## src/nor_host_pkg.sv

```systemverilog
package nor_host_pkg;

  // ****************************************************************
  // widths and array geometry
  // ****************************************************************
  localparam int AW        = 22;            // 4,194,304 byte addresses
  localparam int DW        = 8;             // byte-wide data lines
  localparam int NSEC      = 64;            // sixty-four sectors
  localparam int SEC_SHIFT = 16;            // 64 Kbyte per sector
  localparam int TOGGLE_BIT = 6;            // toggle status bit position
  localparam int POLL_BIT   = 7;            // polling status bit position

  typedef logic [AW-1:0] faddr_t;
  typedef logic [DW-1:0] byte_t;
  typedef logic [7:0]    cnt_t;
  typedef logic [5:0]    sec_t;
  typedef logic [2:0]    step_t;

  localparam sec_t  SEC_LAST  = 6'h3f;
  localparam cnt_t  CNT_ONE   = 8'h01;
  localparam step_t STEP_ZERO = 3'h0;
  localparam step_t STEP_ONE  = 3'h1;

  // ****************************************************************
  // timing, printed figures in ns and derived clock counts
  // ****************************************************************
  localparam int CLK_NS   = 8;              // 125 MHz mclk
  localparam int T_ACC_NS = 70;             // read access time
  localparam int T_WP_NS  = 35;             // write strobe low time
  localparam int T_WPH_NS = 30;             // strobe high recovery
  localparam int T_RP_NS  = 500;            // reset pin low time
  localparam int T_RH_NS  = 50;             // reset release to first cycle
  localparam cnt_t ACC_CNT = cnt_t'((T_ACC_NS + CLK_NS - 1) / CLK_NS);
  localparam cnt_t WP_CNT  = cnt_t'((T_WP_NS + CLK_NS - 1) / CLK_NS);
  localparam cnt_t WPH_CNT = cnt_t'((T_WPH_NS + CLK_NS - 1) / CLK_NS);
  localparam cnt_t RP_CNT  = cnt_t'((T_RP_NS + CLK_NS - 1) / CLK_NS);
  localparam cnt_t RH_CNT  = cnt_t'((T_RH_NS + CLK_NS - 1) / CLK_NS);

  // ****************************************************************
  // command cycle codes and unlock addresses
  // ****************************************************************
  localparam faddr_t UNLOCK_A1 = 22'h000555;
  localparam faddr_t UNLOCK_A2 = 22'h0002aa;
  localparam byte_t  CD_UNLK1  = 8'haa;
  localparam byte_t  CD_UNLK2  = 8'h55;
  localparam byte_t  CD_PROG   = 8'ha0;
  localparam byte_t  CD_ERASE  = 8'h80;
  localparam byte_t  CD_SECTOR = 8'h30;
  localparam byte_t  CD_SUSP   = 8'hb0;
  localparam byte_t  CD_RESUME = 8'h30;
  localparam byte_t  CD_BYP_IN = 8'h20;
  localparam byte_t  CD_BYP_X1 = 8'h90;
  localparam byte_t  CD_BYP_X2 = 8'h00;
  localparam byte_t  CD_RESET  = 8'hf0;

  // ****************************************************************
  // user operations
  // ****************************************************************
  typedef enum logic [3:0] {
    OP_READ, OP_PROG, OP_ERASE, OP_SUSPEND, OP_RESUME,
    OP_BYP_ENTER, OP_BYP_EXIT, OP_SOFT_RESET, OP_HW_RESET
  } op_t;

endpackage

```

## src/cycle_if.sv

```systemverilog
`timescale 1ns/1ps
// one bus cycle request from the sequencer to the pin engine
interface cycle_if;
  import nor_host_pkg::*;
  logic   req;
  logic   wr;
  faddr_t addr;
  byte_t  wdata;
  logic   ack;
  byte_t  rdata;
  modport ctrl   (output req, wr, addr, wdata, input ack, rdata);
  modport engine (input req, wr, addr, wdata, output ack, rdata);
endinterface

```

## src/bus_cycle_engine.sv

```systemverilog
`timescale 1ns/1ps
module bus_cycle_engine (
  input  wire logic                 mclk,          // system clock
  input  wire logic                 rst_n,         // synchronised reset
  cycle_if.engine                   cyc,           // cycle requests
  output logic [nor_host_pkg::AW-1:0] flash_addr,  // address lines
  output logic [nor_host_pkg::DW-1:0] data_lines_out, // write data
  input  wire logic [nor_host_pkg::DW-1:0] data_lines_in, // read data
  output logic                      data_lines_oe_n, // low while driving
  output logic                      flash_ce_n,    // chip select
  output logic                      flash_we_n,    // write strobe
  output logic                      flash_oe_n     // read strobe
);
  import nor_host_pkg::*;

  // ****************************************************************
  // state
  // ****************************************************************
  typedef enum logic [1:0] {E_IDLE, E_SETUP, E_PULSE, E_HOLD} est_t;
  typedef struct packed {
    est_t   st;
    cnt_t   cnt;
    logic   wr;
    faddr_t addr;
    byte_t  wdata;
    byte_t  rdata;
    logic   ack;
    logic   ce_n;
    logic   we_n;
    logic   oe_n;
    logic   dq_oe_n;
  } eng_t;

  eng_t q, d;

  // one strobe cycle: setup, pulse, recovery, then a one-cycle ack
  always_comb begin
    d     = q;
    d.ack = 1'b0;
    case (q.st)
      E_IDLE: begin
        // ack cycle blocks re-accepting the request that just finished
        if (cyc.req && !q.ack) begin
          d.wr      = cyc.wr;
          d.addr    = cyc.addr;
          d.wdata   = cyc.wdata;
          d.ce_n    = 1'b0;
          d.dq_oe_n = !cyc.wr;
          d.st      = E_SETUP;
        end
      end
      E_SETUP: begin
        if (q.wr) begin
          d.we_n = 1'b0;
          d.cnt  = WP_CNT;
        end else begin
          d.oe_n = 1'b0;
          d.cnt  = ACC_CNT;
        end
        d.st = E_PULSE;
      end
      E_PULSE: begin
        d.cnt = q.cnt - CNT_ONE;
        if (q.cnt == CNT_ONE) begin
          d.we_n = 1'b1;
          d.oe_n = 1'b1;
          if (!q.wr) begin
            d.rdata = data_lines_in;             // sampled before strobe rises
          end
          d.cnt = WPH_CNT;
          d.st  = E_HOLD;
        end
      end
      E_HOLD: begin
        d.ce_n    = 1'b1;
        d.dq_oe_n = 1'b1;
        d.cnt     = q.cnt - CNT_ONE;
        if (q.cnt == CNT_ONE) begin
          d.ack = 1'b1;
          d.st  = E_IDLE;
        end
      end
      default: d.st = E_IDLE;
    endcase
  end

  // address is left where it was so an idle device can fall asleep
  always_ff @(posedge mclk or negedge rst_n) begin
    if (!rst_n) begin
      q <= '{st: E_IDLE, cnt: '0, wr: 1'b0, addr: '0, wdata: '0, rdata: '0,
             ack: 1'b0, ce_n: 1'b1, we_n: 1'b1, oe_n: 1'b1, dq_oe_n: 1'b1};
    end else begin
      q <= d;
    end
  end

  assign cyc.ack         = q.ack;
  assign cyc.rdata       = q.rdata;
  assign flash_addr      = q.addr;
  assign data_lines_out  = q.wdata;
  assign data_lines_oe_n = q.dq_oe_n;
  assign flash_ce_n      = q.ce_n;
  assign flash_we_n      = q.we_n;
  assign flash_oe_n      = q.oe_n;

endmodule

```

## src/nor_flash_host.sv

```systemverilog
`timescale 1ns/1ps
// What this block does
// - chip select, write strobe and read strobe are separate and the read strobe is only used for reads.
// - commands are written as plain write cycles carrying both an address and a data byte.
// - in the shortened programming mode a byte program takes two write cycles instead of four.
// - the host can put the device into standby with its bus controls.
module nor_flash_host (
  input  wire logic                        mclk,            // 125 MHz clock
  input  wire logic                        rstn,            // async reset, active low
  input  wire logic                        cmd_valid,       // operation request
  output logic                             cmd_ready,       // ready for a request
  input  wire nor_host_pkg::op_t           cmd_op,          // operation code
  input  wire logic [nor_host_pkg::AW-1:0] cmd_addr,        // byte address
  input  wire logic [nor_host_pkg::DW-1:0] cmd_wdata,       // program data
  input  wire logic [nor_host_pkg::NSEC-1:0] cmd_sector_mask, // sectors to erase
  output logic                             rsp_valid,       // completion pulse
  output logic [nor_host_pkg::DW-1:0]      rsp_rdata,       // read or final status byte
  output logic                             rsp_error,       // verify or argument error
  output logic                             bypass_active,   // shortened mode on
  output logic [nor_host_pkg::AW-1:0]      flash_addr,      // device address lines
  output logic [nor_host_pkg::DW-1:0]      data_lines_out,  // device data, driven
  input  wire logic [nor_host_pkg::DW-1:0] data_lines_in,   // device data, sampled
  output logic                             data_lines_oe_n, // low while driving
  output logic                             flash_ce_n,      // chip select
  output logic                             flash_we_n,      // write strobe
  output logic                             flash_oe_n,      // read strobe
  output logic                             flash_reset_n,   // device reset pin
  input  wire logic                        ready_busy_out   // device ready/busy, high=ready
);
  import nor_host_pkg::*;

  // ****************************************************************
  // reset synchroniser
  // ****************************************************************
  logic [1:0] rst_sync_q;
  logic       rst_n;

  always_ff @(posedge mclk or negedge rstn) begin
    if (!rstn) begin
      rst_sync_q <= 2'b00;
    end else begin
      rst_sync_q <= {rst_sync_q[0], 1'b1};
    end
  end
  assign rst_n = rst_sync_q[1];

  // ****************************************************************
  // command word table
  // ****************************************************************
  // last write index of each sequence
  function automatic step_t seq_last(op_t op, logic byp);
    case (op)
      OP_PROG:      seq_last = byp ? STEP_ONE : 3'h3;
      OP_ERASE:     seq_last = 3'h4;
      OP_BYP_ENTER: seq_last = 3'h2;
      OP_BYP_EXIT:  seq_last = STEP_ONE;
      default:      seq_last = STEP_ZERO;
    endcase
  endfunction

  // address and data of one write of a sequence
  function automatic logic [AW+DW-1:0] seq_word(op_t op, logic byp, step_t s,
                                                faddr_t a, byte_t wd);
    seq_word = {UNLOCK_A1, CD_RESET};
    case (op)
      OP_PROG: begin
        if (byp) begin
          seq_word = (s == STEP_ZERO) ? {UNLOCK_A1, CD_PROG} : {a, wd};
        end else begin
          case (s)
            3'h0:    seq_word = {UNLOCK_A1, CD_UNLK1};
            3'h1:    seq_word = {UNLOCK_A2, CD_UNLK2};
            3'h2:    seq_word = {UNLOCK_A1, CD_PROG};
            default: seq_word = {a, wd};
          endcase
        end
      end
      OP_ERASE: begin
        case (s)
          3'h0, 3'h3: seq_word = {UNLOCK_A1, CD_UNLK1};
          3'h1, 3'h4: seq_word = {UNLOCK_A2, CD_UNLK2};
          default:    seq_word = {UNLOCK_A1, CD_ERASE};
        endcase
      end
      OP_BYP_ENTER: begin
        case (s)
          3'h0:    seq_word = {UNLOCK_A1, CD_UNLK1};
          3'h1:    seq_word = {UNLOCK_A2, CD_UNLK2};
          default: seq_word = {UNLOCK_A1, CD_BYP_IN};
        endcase
      end
      OP_BYP_EXIT:
        seq_word = (s == STEP_ZERO) ? {a, CD_BYP_X1} : {a, CD_BYP_X2};
      OP_SUSPEND:    seq_word = {a, CD_SUSP};
      OP_RESUME:     seq_word = {a, CD_RESUME};
      OP_SOFT_RESET: seq_word = {a, CD_RESET};
      default:       seq_word = {a, CD_RESET};
    endcase
  endfunction

  // ****************************************************************
  // sequencer state
  // ****************************************************************
  typedef enum logic [2:0] {
    S_IDLE, S_WR, S_SECT, S_POLL, S_READ, S_RST, S_RST_WAIT
  } st_t;

  typedef struct packed {
    st_t              st;
    op_t              op;
    faddr_t           addr;
    byte_t            wdata;
    logic [NSEC-1:0]  mask;
    step_t            step;
    sec_t             sec;
    byte_t            prev;
    logic             have_prev;
    cnt_t             cnt;
    logic             rsp_valid;
    byte_t            rsp_rdata;
    logic             rsp_error;
    logic             bypass;
    logic             reset_n;
    logic             req;
    logic             wr;
    faddr_t           caddr;
    byte_t            cdata;
  } seq_t;

  seq_t q, d;
  cycle_if cyc ();

  // ****************************************************************
  // sequencer
  // ****************************************************************
  always_comb begin
    d           = q;
    d.rsp_valid = 1'b0;
    case (q.st)
      S_IDLE: begin
        if (cmd_valid) begin
          d.op        = cmd_op;
          d.addr      = cmd_addr;
          d.wdata     = cmd_wdata;
          d.mask      = cmd_sector_mask;
          d.step      = STEP_ZERO;
          d.sec       = '0;
          d.have_prev = 1'b0;
          case (cmd_op)
            OP_READ: begin
              d.req   = 1'b1;
              d.wr    = 1'b0;
              d.caddr = cmd_addr;
              d.st    = S_READ;
            end
            OP_HW_RESET: begin
              d.reset_n = 1'b0;
              d.cnt     = RP_CNT;
              d.st      = S_RST;
            end
            default: begin
              if (cmd_op == OP_ERASE && cmd_sector_mask == '0) begin
                // nothing selected: answer at once rather than hang polling
                d.rsp_valid = 1'b1;
                d.rsp_error = 1'b1;
              end else begin
                d.req                = 1'b1;
                d.wr                 = 1'b1;
                {d.caddr, d.cdata}   = seq_word(cmd_op, q.bypass, STEP_ZERO,
                                                cmd_addr, cmd_wdata);
                d.st                 = S_WR;
              end
            end
          endcase
        end
      end
      S_WR: begin
        if (cyc.ack) begin
          if (q.step == seq_last(q.op, q.bypass)) begin
            d.req = 1'b0;
            case (q.op)
              OP_PROG: begin
                d.req   = 1'b1;
                d.wr    = 1'b0;
                d.caddr = q.addr;
                d.st    = S_POLL;
              end
              OP_ERASE: d.st = S_SECT;
              default: begin
                if (q.op == OP_BYP_ENTER) begin
                  d.bypass = 1'b1;
                end
                if (q.op == OP_BYP_EXIT || q.op == OP_SOFT_RESET) begin
                  d.bypass = 1'b0;
                end
                d.rsp_valid = 1'b1;
                d.rsp_error = 1'b0;
                d.st        = S_IDLE;
              end
            endcase
          end else begin
            d.step             = q.step + STEP_ONE;
            {d.caddr, d.cdata} = seq_word(q.op, q.bypass, d.step, q.addr, q.wdata);
          end
        end
      end
      // one sector write per selected mask bit, in ascending order
      S_SECT: begin
        if (q.req) begin
          if (cyc.ack) begin
            d.req = 1'b0;
            d.sec = q.sec + 6'h01;
          end
        end else if (q.mask[q.sec]) begin
          d.req   = 1'b1;
          d.wr    = 1'b1;
          d.caddr = faddr_t'(q.sec) << SEC_SHIFT;
          d.cdata = CD_SECTOR;
          d.addr  = faddr_t'(q.sec) << SEC_SHIFT;
        end else begin
          d.sec = q.sec + 6'h01;
        end
        if ((q.req && cyc.ack) || (!q.req && !q.mask[q.sec])) begin
          if (q.sec == SEC_LAST) begin
            d.req   = 1'b1;
            d.wr    = 1'b0;
            d.caddr = q.addr;
            d.st    = S_POLL;
          end
        end
      end
      // status reads until the toggle bit holds still and the pin says ready
      S_POLL: begin
        if (cyc.ack) begin
          if (q.have_prev && ready_busy_out &&
              q.prev[TOGGLE_BIT] == cyc.rdata[TOGGLE_BIT]) begin
            d.req       = 1'b0;
            d.rsp_valid = 1'b1;
            d.rsp_rdata = cyc.rdata;
            // a refused or failed operation leaves the old contents
            d.rsp_error = (q.op == OP_PROG) ? (cyc.rdata != q.wdata)
                                            : !cyc.rdata[POLL_BIT];
            d.st        = S_IDLE;
          end else begin
            d.prev      = cyc.rdata;
            d.have_prev = 1'b1;
          end
        end
      end
      S_READ: begin
        if (cyc.ack) begin
          d.req       = 1'b0;
          d.rsp_valid = 1'b1;
          d.rsp_rdata = cyc.rdata;
          d.rsp_error = 1'b0;
          d.st        = S_IDLE;
        end
      end
      S_RST: begin
        d.cnt = q.cnt - CNT_ONE;
        if (q.cnt == CNT_ONE) begin
          d.reset_n = 1'b1;
          d.cnt     = RH_CNT;
          d.st      = S_RST_WAIT;
        end
      end
      S_RST_WAIT: begin
        d.cnt = q.cnt - CNT_ONE;
        if (q.cnt == CNT_ONE) begin
          d.bypass    = 1'b0;
          d.rsp_valid = 1'b1;
          d.rsp_error = 1'b0;
          d.st        = S_IDLE;
        end
      end
      default: d.st = S_IDLE;
    endcase
  end

  always_ff @(posedge mclk or negedge rst_n) begin
    if (!rst_n) begin
      q <= '{st: S_IDLE, op: OP_READ, addr: '0, wdata: '0, mask: '0,
             step: '0, sec: '0, prev: '0, have_prev: 1'b0, cnt: '0,
             rsp_valid: 1'b0, rsp_rdata: '0, rsp_error: 1'b0, bypass: 1'b0,
             reset_n: 1'b1, req: 1'b0, wr: 1'b0, caddr: '0, cdata: '0};
    end else begin
      q <= d;
    end
  end

  // ****************************************************************
  // pin engine and outputs
  // ****************************************************************
  assign cyc.req   = q.req;
  assign cyc.wr    = q.wr;
  assign cyc.addr  = q.caddr;
  assign cyc.wdata = q.cdata;

  bus_cycle_engine u_engine (
    .mclk            (mclk),
    .rst_n           (rst_n),
    .cyc             (cyc.engine),
    .flash_addr      (flash_addr),
    .data_lines_out  (data_lines_out),
    .data_lines_in   (data_lines_in),
    .data_lines_oe_n (data_lines_oe_n),
    .flash_ce_n      (flash_ce_n),
    .flash_we_n      (flash_we_n),
    .flash_oe_n      (flash_oe_n)
  );

  assign cmd_ready     = (q.st == S_IDLE);
  assign rsp_valid     = q.rsp_valid;
  assign rsp_rdata     = q.rsp_rdata;
  assign rsp_error     = q.rsp_error;
  assign bypass_active = q.bypass;
  assign flash_reset_n = q.reset_n;

endmodule

```

## config.mk

```make
export PLATFORM = sky130hd
export DESIGN_NAME = nor_flash_host
export DESIGN_NICKNAME = d
export VERILOG_FILES = /design/src/nor_host_pkg.sv /design/src/cycle_if.sv /design/src/bus_cycle_engine.sv /design/src/nor_flash_host.sv
export SDC_FILE = /design/constraint.sdc
export NUM_CORES = 1
export LEC_CHECK = 0
export BUFFER_PORTS_ARGS = -buffer_cell sky130_fd_sc_hd__buf_2
export CORE_ASPECT_RATIO = 0.75
export CORE_MARGIN = 1.5
export CORE_UTILIZATION = 44
export CTS_CLUSTER_DIAMETER = 30
export DETAILED_ROUTE_END_ITERATION = 10
export PLACE_DENSITY = 0.66
export SYNTH_ARGS = -nofsm -noshare
export SYNTH_HDL_FRONTEND = slang
export SYNTH_SLANG_ARGS = --single-unit
```

## constraint.sdc

```tcl
create_clock -name mclk -period 6.3 [get_ports mclk]
set_clock_uncertainty 0.15 [all_clocks]
set_input_delay 1.89 -clock mclk [delete_from_list [all_inputs] [get_ports mclk]]
set_output_delay 1.89 -clock mclk [all_outputs]
set_load 0.01 [all_outputs]
```

==> results.json <==
{
  "p_int_mw": 4.842,
  "rsz0062_at_grt": "false",
  "crit_buf_inv": 2,
  "cts_sinks": 220,
  "switchingPower_mw": 3.042,
  "cts_buffer_depth": 3,
  "clk_pin_slew_worst_paths_ns": 0.05,
  "dp_hpwl_mm": 21.77,
  "path_cells": "buf_2 -> nor4_1 -> nand4_1 -> or4_1 -> o311a_1 -> buf_4 -> and3_1 -> a221o_1",
  "synth-main-ff-cell": "dfrtp_1",
  "tns_ns": 0,
  "crit_type": "primary input to register",
  "synthDistinctLibCells": 80,
  "netlist_area_mm2": 0.01156,
  "finalSetupViolations": 0,
  "min_path_type": "register to register",
  "avgSynthCellArea_um2": 9.161,
  "cts.repair.resized": 0,
  "cpPeakStageDelay_ns": 0.70,
  "gr-usage-all-layers_pct": 23.37,
  "numPortBuffers": 156,
  "slew-limit-headroom_pct": 32.63,
  "wl_per_cell_um": 17.90,
  "p_comb_share_pct": 36.6,
  "synth_edf_count": 0,
  "die-area_mm2": 0.02727,
  "totalWireLength_mm": 31.41,
  "diodes": 0,
  "status": "complete, no violations",
  "min-delay-start": "rst_sync_q[0]$_DFF_PN0_",
  "hold_buffers": 0,
  "start_util_pct": 44.62,
  "htreeDepth": 2,
  "dieHeight_um": 143.4,
  "syn_inst": 1262,
  "synth-seq-cells": 220,
  "post_cts_buffers": 0,
  "drive_gt1_share_pct": 23.18,
  "synth_top_area_share_pct": 46.54,
  "powerDensity_mw_per_mm2": 566.9,
  "coreArea_mm2": 0.02591,
  "power_frac_clock_pct": 30.8,
  "clk_latency_ns": 0.54,
  "cts_root_buf": "clkbuf_16",
  "required_ns": 6.57,
  "cts_tree": "yes",
  "grt_pass1_vias": 9246,
  "irDropWorstVdd_mv": 0.2196,
  "fill_cells": 2389,
  "yosys-top-cells-area": "dfrtp_1, nand2_1, mux2_2",
  "period_share_pct": 69.72,
  "post-place-ws_ns": 1.418,
  "p_seq_share_pct": 32.6,
  "row_count": 51,
  "startpoint_type": "primary input",
  "synthToLayoutAreaGrowth_pct": 20.31,
  "synth_area_leader_cell": "dfrtp_1",
  "vias": 9813,
  "end_kind": "register",
  "r2r_start": "q[62]$_DFFE_PN0P_",
  "dieWidth_um": 190.2,
  "fin_nets": 1499,
  "swShare_pct": 38.59,
  "crit_arrival_ns": 4.66,
  "antenna_found_initial": 0,
  "crit_path_max_fanout": 33,
  "drtAntennaViolNets": 0,
  "drc": 0,
  "synth-seq-area-share_pct": 47.67,
  "grt_max_degree": 168,
  "ios": 157,
  "final_max_slew_viol_count": 0,
  "grt-ovfl-total": 0,
  "critPathTopFamily": "simple AND/OR/NAND/NOR gates",
  "avgViaCountPerCell": 5.591,
  "finalWeightedCongestion": 0.9518,
  "drtIter0Drc": 973,
  "crit_slowest_cell": "or4_1",
  "synth_async_sr_flop_share_pct": 100.0,
  "grt_pass1_wl_mm": 50.65,
  "power.leakage_nw": 6.481,
  "yosysWarnings": 0,
  "final_hold_viol_count": 0,
  "startpoint": "cmd_sector_mask[5]",
  "fmax_mhz": 227.7,
  "fin_ws_ns": 1.908,
  "dr.pass1.iters": 6,
  "max_slew.worst_pin.slew_ns": 1.011,
  "period_minus_slack_ns": 4.392,
  "maxCapViolations": 0,
  "cts_buffers": 45,
  "synth_fp_nets": 1387
}
-- state kept, by name, indices dropped and copies added (netlist names), 2 cells and up --
name,cells
q,120
cyc.addr,22
u_engine.flash_addr,22
u_engine.q,11
cyc.wdata,8
rsp_rdata,8
u_engine.cyc.rdata,8
u_engine.data_lines_out,8
rst_sync_q,2
-- per-layer routing --
layer / wire length [um] / up-vias / track usage [%]
li1: - / 4640 / -
met1: 15430 / 4738 / 36.92
met2: 12860 / 381 / 31.91
met3: 2612 / 54 / 5.006
met4: 507 / 0 / 5.802
met5: 0 / - / 0
-- cells by family (layout without fill, tap and decap cells) --
kind of cell               Yosys count  count (layout)  share of synthesized area (%)
DFF                                220             220                          47.67
adders and majority gates           15              15                          1.623
and+or+nand+nor                    518             518                          19.72
AOI/OAI and AO/OA                  274             274                          15.32
xor gates and xnor gates            16              16                          1.212
muxes                               74              74                          8.214
other                                1               1                        0.03244
buffers and inverters              144             293                          6.201
-- cells in the mapped netlist, types with 12 or more instances --
library cell and number:
xnor2_1 13, nand3_1 39, nand2_1 290, nor4_1 18
mux2_2 45, mux4_2 12, mux2i_1 15, o21ai_0 71
inv_1 38, nor3_1 14, ha_1 15, buf_4 39
clkbuf_1 47, a21oi_1 65, dfrtp_1 215, nor2_1 93
o22ai_1 19, and3_1 14
-- power by group through the flow --
stage | registers [mW] | clock network, mW | logic [mW]
floorplan | 2.36 | 0 | 2.33
global placement | 2.57 | 0 | 2.80
detailed placement | 2.59 | 0 | 2.86
CTS | 2.57 | 2.47 | 2.87
global route | 2.66 | 2.55 | 3.21
finish | 2.57 | 2.43 | 2.88
-- stage by stage --
stage / util, % / total power, mW / instances / cell area (um2) / hold slack [ns]
6_report: 53.69 / 7.885 / 1755 / 13910 / 0.1987
5_1_grt: 53.69 / 8.419 / 1755 / 13910 / 0.2194
4_1_cts: 53.69 / 7.911 / 1755 / 13910 / 0.2027
3_5_place_dp: 47.60 / 5.443 / 1671 / 12330 / 0.1935
3_3_place_gp: 47.60 / 5.375 / 1671 / 12330 / 0.1848
2_1_floorplan: - / 4.689 / 1262 / 11560 / 0.1811
-- final cells by class --
cell class	count	area, um2	share of cell area, %
Sequential cell	220	5515	39.65
Inverter	40	150.1	1.079
Timing Repair Buffer	169	890.9	6.405
Tap cell	344	430.4	3.094
Clock buffer	55	1215	8.734
Multi-Input combinational cell	898	5346	38.44
Clock inverter	29	361.6	2.600
-- final timing paths --
| path | end | slack (ns) | cells after the start |
|---|---|---|---|
| worst max-delay path | cyc.addr[15]$_DFFE_PN0P_ | 1.91 | 8 |
| max in group asynchronous | q[76]$_DFFE_PN0P_ | 4.38 | 1 |
| min in group asynchronous | u_engine.cyc.rdata[1]$_DFFE_PN0P_ | 0.21 | 0 |
| worst min register to register | rst_sync_q[1]$_DFF_PN0_ | 0.20 | 0 |
| worst max register to register | cyc.wdata[3]$_DFFE_PN0P_ | 2.32 | 8 |
| worst min-delay path | rst_sync_q[1]$_DFF_PN0_ | 0.20 | 0 |
-- cell usage in the layout, fill, tap and decap left out, drive strengths merged, types with 4 or more instances in the layout --
cell type	synthesis	layout
o211ai	7	7
clkbuf	47	55
nor2	93	93
or3	4	4
xnor2	13	13
ha	15	15
nand2	290	290
nand3	39	39
a32o	5	5
mux2i	15	15
clkinv	1	11
a22oi	10	10
nand2b	9	9
o22ai	19	19
dfrtp	215	215
a221o	10	10
mux2	47	47
and3	14	14
o21ai	82	82
nor3	14	14
a221oi	7	7
nor2b	8	8
clkinvlp	0	10
nand4	9	9
buf	57	169
a21oi	65	65
bufinv	0	6
a211oi	7	7
a31oi	10	10
inv	39	42
nor4	18	18
o21a	7	7
or2	5	5
o31ai	4	4
mux4	12	12
o22a	9	9
o311ai	4	4
dfstp	5	5
(Power assumes the default switching activity.)
